===== src/design/aar_pkg.sv =====
// Purpose: constants for the auto-negotiation advertisement register block
// Assumes: one 40 MHz clock, APB register access with 32-bit data
// Notes: field positions and reset values are shared by the design and its checks
//
// Contract
// - ability field bits 8:5 offered to partner
// - software may overwrite the ability bits
// - new values used only after restart
// - register at 0x04 resets to 0x01e1
// - bit 15 read-only, reads zero
// - bit 13 writable, advertises remote fault
// - bits 8,7,6 mean 100 fd, 100 hd, 10 fd
package aar_pkg;

	// bus geometry
	localparam int unsigned ADDR_W = 8;
	localparam int unsigned DATA_W = 32;
	localparam int unsigned REG_W = 16;

	// byte addresses on the register bus
	localparam logic [7:0] PHY_CTRL_OFFSET = 8'h00;
	localparam logic [7:0] AUTONEG_ADV_OFFSET = 8'h04;

	// advertisement register layout
	localparam int unsigned NEXT_PAGE_BIT = 15;
	localparam int unsigned RSVD_HI_BIT = 14;
	localparam int unsigned REMOTE_FAULT_BIT = 13;
	localparam int unsigned RSVD_LO_MSB = 12;
	localparam int unsigned RSVD_LO_LSB = 9;
	localparam int unsigned TECH_MSB = 8;
	localparam int unsigned TECH_LSB = 5;
	localparam int unsigned SEL_MSB = 4;
	localparam int unsigned SEL_LSB = 0;

	// meaning of the ability bits
	localparam int unsigned ABIL_100TX_FD_BIT = 8;
	localparam int unsigned ABIL_100TX_HD_BIT = 7;
	localparam int unsigned ABIL_10T_FD_BIT = 6;
	localparam int unsigned ABIL_10T_HD_BIT = 5;

	// fixed and reset values
	localparam logic [15:0] AUTONEG_ADV_RESET = 16'h01e1;
	localparam logic [3:0] TECH_RESET = 4'hf;
	localparam logic REMOTE_FAULT_RESET = 1'b0;
	localparam logic NEXT_PAGE_VALUE = 1'b0;
	localparam logic [4:0] SELECTOR_VALUE = 5'h01;

	// control register layout
	localparam int unsigned RESTART_AUTONEG_BIT = 9;
	localparam int unsigned ADV_PENDING_BIT = 0;

endpackage


===== src/design/aar_commit.sv =====
// Purpose: holds the advertisement word that the negotiation engine actually uses
// Assumes: commit is a one-cycle pulse from the register bank on the same clock
// Notes: the live word only moves on commit, so register writes alone never reach the link
module aar_commit
	import aar_pkg::*;
(
	// clock and reset
	input wire logic pclk,
	input wire logic presetn,
	// from the register bank
	input wire logic commit,
	input wire logic [REG_W-1:0] shadow_word,
	// to the negotiation engine
	output logic [REG_W-1:0] active_word,
	output logic restart_out
);

	logic [REG_W-1:0] active_reg;
	logic restart_reg;

	always_ff @(posedge pclk or negedge presetn) begin
		if (!presetn) begin
			active_reg <= AUTONEG_ADV_RESET;
		end else if (commit) begin
			active_reg <= shadow_word;
		end
	end

	// restart strobe lines up with the new word
	always_ff @(posedge pclk or negedge presetn) begin
		if (!presetn) begin
			restart_reg <= 1'b0;
		end else begin
			restart_reg <= commit;
		end
	end

	assign active_word = active_reg;
	assign restart_out = restart_reg;

endmodule


===== src/design/aar_regs.sv =====
// Purpose: APB register bank for the auto-negotiation advertisement word
// Assumes: APB master holds the request until pready; single clock pclk at 40 MHz
// Notes: every transfer answers after one wait cycle; unmapped addresses answer pslverr
//
// Chosen here: the APB register port.
module aar_regs
	import aar_pkg::*;
(
	// clock and reset
	input wire logic pclk,
	input wire logic presetn,
	// apb slave
	input wire logic psel,
	input wire logic penable,
	input wire logic pwrite,
	input wire logic [ADDR_W-1:0] paddr,
	input wire logic [DATA_W-1:0] pwdata,
	output logic [DATA_W-1:0] prdata,
	output logic pready,
	output logic pslverr,
	// towards the negotiation engine
	output logic [REG_W-1:0] adv_word,
	output logic adv_restart
);

	logic pready_reg;
	logic pslverr_reg;
	logic [DATA_W-1:0] prdata_reg;
	logic [3:0] tech_reg;
	logic remote_fault_reg;
	logic restart_reg;
	logic pending_reg;
	logic access;
	logic done;
	logic hit_adv;
	logic hit_ctrl;
	logic wr_adv;
	logic wr_ctrl_restart;
	logic [REG_W-1:0] shadow_word;
	logic [REG_W-1:0] ctrl_word;
	logic [REG_W-1:0] active_word;
	logic restart_out;

	// transfer decode; done marks the edge where the master samples pready
	assign access = psel && penable;
	assign done = access && pready_reg;
	assign hit_adv = (paddr == AUTONEG_ADV_OFFSET);
	assign hit_ctrl = (paddr == PHY_CTRL_OFFSET);
	assign wr_adv = done && pwrite && hit_adv;
	assign wr_ctrl_restart = done && pwrite && hit_ctrl && pwdata[RESTART_AUTONEG_BIT];

	always_comb begin
		shadow_word = '0;
		shadow_word[NEXT_PAGE_BIT] = NEXT_PAGE_VALUE;
		shadow_word[RSVD_HI_BIT] = 1'b0;
		shadow_word[REMOTE_FAULT_BIT] = remote_fault_reg;
		shadow_word[RSVD_LO_MSB:RSVD_LO_LSB] = 4'h0;
		// top ability bit is 100 fd
		shadow_word[TECH_MSB:TECH_LSB] = tech_reg;
		shadow_word[SEL_MSB:SEL_LSB] = SELECTOR_VALUE;
	end

	// control readback: restart always reads zero, pending shows an uncommitted write
	always_comb begin
		ctrl_word = '0;
		ctrl_word[ADV_PENDING_BIT] = pending_reg;
	end

	// one wait cycle keeps pready a plain flop at the cost of a slower bus
	always_ff @(posedge pclk or negedge presetn) begin
		if (!presetn) begin
			pready_reg <= 1'b0;
		end else begin
			pready_reg <= access && !pready_reg;
		end
	end

	// error flag set for any address outside the two words
	always_ff @(posedge pclk or negedge presetn) begin
		if (!presetn) begin
			pslverr_reg <= 1'b0;
		end else if (access && !pready_reg) begin
			pslverr_reg <= !(hit_adv || hit_ctrl);
		end else begin
			pslverr_reg <= 1'b0;
		end
	end

	// read data captured together with pready, upper half zero
	always_ff @(posedge pclk or negedge presetn) begin
		if (!presetn) begin
			prdata_reg <= '0;
		end else if (access && !pready_reg && !pwrite) begin
			if (hit_adv) begin
				prdata_reg <= {16'h0000, shadow_word};
			end else if (hit_ctrl) begin
				prdata_reg <= {16'h0000, ctrl_word};
			end else begin
				prdata_reg <= '0;
			end
		end else begin
			prdata_reg <= '0;
		end
	end

	// ability field resets to all ones
	always_ff @(posedge pclk or negedge presetn) begin
		if (!presetn) begin
			tech_reg <= TECH_RESET;
		end else if (wr_adv) begin
			tech_reg <= pwdata[TECH_MSB:TECH_LSB];
		end
	end

	always_ff @(posedge pclk or negedge presetn) begin
		if (!presetn) begin
			remote_fault_reg <= REMOTE_FAULT_RESET;
		end else if (wr_adv) begin
			remote_fault_reg <= pwdata[REMOTE_FAULT_BIT];
		end
	end

	always_ff @(posedge pclk or negedge presetn) begin
		if (!presetn) begin
			restart_reg <= 1'b0;
		end else begin
			restart_reg <= wr_ctrl_restart;
		end
	end

	// a fresh write wins over a commit in the same cycle so it is never lost
	always_ff @(posedge pclk or negedge presetn) begin
		if (!presetn) begin
			pending_reg <= 1'b0;
		end else if (wr_adv) begin
			pending_reg <= 1'b1;
		end else if (restart_reg) begin
			pending_reg <= 1'b0;
		end
	end

	aar_commit u_commit (
		.pclk(pclk),
		.presetn(presetn),
		.commit(restart_reg),
		.shadow_word(shadow_word),
		.active_word(active_word),
		.restart_out(restart_out)
	);

	assign prdata = prdata_reg;
	assign pready = pready_reg;
	assign pslverr = pslverr_reg;
	assign adv_word = active_word;
	assign adv_restart = restart_out;

	// helper: true until the first completed write to the advertisement word
	logic untouched_reg;
	always_ff @(posedge pclk or negedge presetn) begin
		if (!presetn) begin
			untouched_reg <= 1'b1;
		end else if (wr_adv) begin
			untouched_reg <= 1'b0;
		end
	end
endmodule


===== config.mk =====
export PLATFORM = sky130hd
export DESIGN_NAME = aar_regs
export DESIGN_NICKNAME = d
export VERILOG_FILES = /design/src/design/aar_pkg.sv /design/src/design/aar_commit.sv /design/src/design/aar_regs.sv
export SDC_FILE = /design/constraint.sdc
export NUM_CORES = 1
export LEC_CHECK = 0
export ABC_AREA = 1
export ABC_CLOCK_PERIOD_IN_PS = 2400
export BUFFER_PORTS_ARGS = -buffer_cell sky130_fd_sc_hd__buf_4
export CORE_ASPECT_RATIO = 0.9
export CORE_MARGIN = 2
export CORE_UTILIZATION = 47
export CTS_BUF_LIST = sky130_fd_sc_hd__clkbuf_8
export CTS_CLUSTER_SIZE = 28
export DETAILED_ROUTE_END_ITERATION = 10
export PLACE_DENSITY = 0.87
export SYNTH_ARGS = -nofsm -noshare
export SYNTH_HDL_FRONTEND = slang
export SYNTH_HIERARCHICAL = 1
export SYNTH_SLANG_ARGS = --single-unit

===== constraint.sdc =====
create_clock -name pclk -period 2.4 [get_ports pclk]
set_input_delay 0.36 -clock pclk [delete_from_list [all_inputs] [get_ports pclk]]
set_output_delay 0.36 -clock pclk [all_outputs]
set_load 0.005 [all_outputs]

**Yosys cells after proc, flatten, opt, wreduce, memory -nomap -nowiden**

Cells that the tools add are included.

- Bits in registers: 47
- Input port bits: 45
- Output and inout port bits: 51
- Logic and storage cells: 30

- Muxes and demuxes: 6
- Reductions and logical operators: 14
- Equal/unequal tests: 1

Operators by type and width:

| operator | number |
|---|---|
| 32-bit 2-to-1 mux | 2 |
| 8-bit by 3-bit == test with 1-bit output (second input constant) | 1 |
| 1-bit logical AND | 8 |
| 8-bit zero test | 1 |
| 1-bit 2-to-1 mux | 4 |
| 1-bit zero test | 3 |
| 2-bit nonzero test | 1 |
| 1-bit logical OR | 1 |

**Depth between registers and ports, before layout**

- Word-level depth: 5
- Depth in mapped cells: 7
- Depth with buffers taken out: 7

**Cells and area by module**

The synthesis kept the hierarchy.

By module, submodules not included:

| module | sequential area each (um2) | cells an instance | instances | area an instance (um2) |
|---|---|---|---|---|
| aar_regs | 380.4 | 95 | 1 | 842.1 |
| aar_commit | 431.7 | 69 | 1 | 675.6 |

**Least setup slack after synthesis**

Ideal clock, no wire load.

- Kind: input-to-reg
- Start: input paddr[7]
- End: register remote_fault_reg
- Library setup time: 117 ps
- Data required time: 2283 ps
- Buffers on the path: 0
- Setup slack: 1401 ps
- Data arrival time: 882 ps
- Stages: 6
- Cells stage by stage: nor2_2 > nand2_2 > nor2_4 > nand2_1 > nand2_1 > nand2_1

- Longest elaborated chain between the ends: 2

Ends and longest elaborated chain:

| element | line | text |
|---|---|---|
| start: declaration | aar_regs.sv:16 | `input wire logic [ADDR_W-1:0] paddr,` |
| 8-bit by 3-bit == test with 1-bit output | aar_regs.sv:47 | `assign hit_adv = (paddr == AUTONEG_ADV_OFFSET);` |
| 1-bit logical AND | aar_regs.sv:49 | `assign wr_adv = done && pwrite && hit_adv;` |
| end signal: assignment | aar_regs.sv:119 | `remote_fault_reg <= pwdata[REMOTE_FAULT_BIT];` |
| end: declaration | aar_regs.sv:30 | `logic remote_fault_reg;` |

No other way between the ends.
A chain may end at the register's enable or synchronous reset.

**Worst setup path in the final report**

- Start: register u_commit.active_reg[6], in the netlist u_commit/active_word[6]
- End: output adv_word[6]

RTL lines:

| element | line | text |
|---|---|---|
| start: declaration | aar_commit.sv:18 | `logic [REG_W-1:0] active_reg;` |
| start signal: assignment | aar_commit.sv:25 | `active_reg <= shadow_word;` |
| end: declaration | aar_regs.sv:22 | `output logic [REG_W-1:0] adv_word,` |

No word-level cell between the ends.

==> parameters.txt <==
Parameter                              Value

Clock network
  Setup bufs post-CTS    0
  Clock network latency to the later pin of the worst-skew pair    0.28 ns
  # resized after CTS    0
  Clock-pin transition on the worst setup and hold timing paths    roughly 0.060 ns
  Clock sink count    32
  Maximum number of buffers from clock root to sink    2
  Clock root cell    clkbuf_8
  TritonCTS clock tree    built
  Clock buffer count from CTS    5
  Number of H-tree branching levels    2
  Cts hold-fix bufs    1

Placement
  Placer's final routability congestion estimate    0.705
  Detailed placer's ending HPWL    roughly 1.8 mm
  Port bufs    43

Die
  Initial cell density of the core    about 49%
  Cell row count    19
  Vert. Die Dim    around 58 um
  Floorplan die width    63.9 um
  IO Pins    96
  Die Area    roughly 3700 um2
  Placeable Area    3070 um2

Layout
  Fraction of layout instances using a drive strength above 1    approximately a third
  Commonest non-fill, non-tap cells in the layout    nand2_1 (60), buf_4 (43), conb_1 (37)
  Seq. cell area    812 um2
  Post-synthesis to final-layout area growth    22.9%
  Final core utilization    60.8%
  Largest register FFs    16
  Count of inserted antenna diode cells    0
  Most common library cell in the layout ignoring fill and taps    nand2_1
  Layout Nets    265
  Total area of multi-input combinational cells    568 um2
  Fill count    277

Critical path
  Worst-path cell with the longest stage delay    dfstp_2
  Peak per-stage delay on the critical path    0.53 ns
  Data required time at the worst endpoint    approximately 2.0 ns
  Levels on crit path    1
  Worst setup path endpoint    adv_word[6]
  Cells along the critical path    buf_4
  Critical path endpoint category    output pin
  Reg-to-reg critical path endpoint    u_commit/active_word[10]
  Start-to-end type of the worst setup path    reg2out
  Critical Path AT    0.92 ns
  Worst Reg-to-Reg Cells    3
  Max FO, Critical Path    2
  Setup crit start    u_commit/active_word[6]
  Worst reg-to-reg setup slack    1.20 ns
  Largest delay contributor family on the critical path    flip-flops
  Worst path bufs/invs    1
  Crit start category    flop
  Startpoint of the lowest-slack register-to-register path    restart_reg

Timing
  Max-Slew Margin vs Limit    56.1%
  Sum Neg Setup Slack    0 ns
  Final period utilization    53.2%
  RSZ-0062 raised after global routing    no
  Worst-Margin Slew    0.659 ns
  Final Critical Period    1.28 ns
  Final count of hold timing violations    0
  Achievable Freq    between 700 and 800 MHz
  Number of endpoints failing setup at the final stage    0
  Number of pins exceeding their max-slew limit in the final report    0
  Final clock skew    0.00323 ns

GRT
  Grt ovf    0
  Via count of the first global-routing pass    between 900 and 1000
  Pin count of the biggest net entering global routing    33
  Antenna violations before repair    0
  Wire length of the first global-routing pass    slightly above 4 mm
  Total routing resource utilization after global routing    roughly 15%

Synthesis
  Syn Area/Cell    between 9 and 10 um2
  Total of warnings raised by yosys    6
  Flop and latch count out of synthesis    32
  Synth unique cells    18
  Fraction of the yosys area taken by sequential cells    a little over half
  Post-synthesis cell count    164
  Combined area of all synthesized cells    1520 um2

Power and ir drop
  Worst ir drop on vdd    315 uV
  Areal power density over the cells    524 nW/um2
  Total leakage power    0.000980 uW

Detailed routing
  Count of antenna-violating nets left after detailed routing    0
  Router iterations before antenna repair    4
  DRC violation count after routing    0
  Overall routed net length    2.43 mm
  Number of vias per cell after detailed routing    3.98
  Vias post-DR    approximately 1000
  Iter 0 DRT Violations    31
  Wire length per cell after detailed routing    9.25 um

Flow run
  Max Cap Violations    0

Hold path
  Hold Crit Class    in2reg

Status
  Run status    finished, final reports clean
## metrics by stage
stage          instances  cell area (um2)  setup slack [ns]  power, uW  hold slack (ns)
4_1_cts              263             1870              1.11        995            0.287
2_1_floorplan        199             1650              1.40        608           0.0644
3_3_place_gp         254             1780             0.963        615            0.304
3_5_place_dp         254             1780             0.941        617            0.312
6_report             263             1870              1.12        977            0.298
5_1_grt              263             1870              1.08       1030            0.294
## Yosys cell counts, drive strengths merged
master  instances  area share [%]
nand3           5             1.6
and3            1            0.41
nand2          72              20
nand4           1            0.41
dfrtp          23              38
buf            30              16
dfstp           9              16
a21oi           1            0.33
o21ai           1            0.33
nor2           15             5.4
conb            2            0.49
inv             4             1.3
## worst min-delay path by stage
stage | end | from | cells past startpoint | slack [ns]
2_1_floorplan | pending_reg | presetn | 0 | 0.06
3_3_place_gp | u_commit/active_word[1] | presetn | 1 | 0.30
3_5_place_dp | u_commit/active_word[2] | presetn | 1 | 0.31
4_1_cts | tech_reg[0] | pwdata[5] | 3 | 0.29
5_1_grt | tech_reg[2] | pwdata[7] | 3 | 0.29
6_report | tech_reg[0] | pwdata[5] | 3 | 0.30
## routing by layer
layer	global-route usage, %	routed length, um	vias up
met2	23.8	1160	43
met1	17.0	992	453
li1	-	-	546
met3	7.38	227	6
met4	7.45	52	0
met5	0	0	-
## worst reg2reg max path: stages, from the launching register on
cell,delay (ns)
dfrtp_1,0.76
inv_6,0.16
nand2_1,0.11
nand2_1,0.05
## power breakdown
| part | switching [uW] | total (uW) | internal, uW |
|---|---|---|---|
| combinational | 36.4 | 63.0 | 26.6 |
| clock | 176 | 369 | 192 |
| sequential | 1.80 | 545 | 544 |
| total | 215 | 977 | 763 |
## cells by family (layout without fill, tap and decap cells)
logic type | Yosys count | in the layout | synth area share [%]
and+or+nand+nor | 94 | 94 | 27.6
AOI/OAI and AO/OA | 2 | 2 | 0.659
other | 2 | 37 | 0.495
buffers and inverters | 34 | 56 | 17.7
DFF | 32 | 32 | 53.5
## final cells by class
| class | instances | area share [%] |
|---|---|---|
| Timing Repair Buffer | 44 | 17.8 |
| Sequential cell | 32 | 43.5 |
| Tap cell | 42 | 2.82 |
| Inverter | 4 | 1.07 |
| Multi-Input combinational cell | 133 | 30.4 |
| Clock buffer | 5 | 3.69 |
| Clock inverter | 3 | 0.604 |
Power figures use the tool's default switching activity.
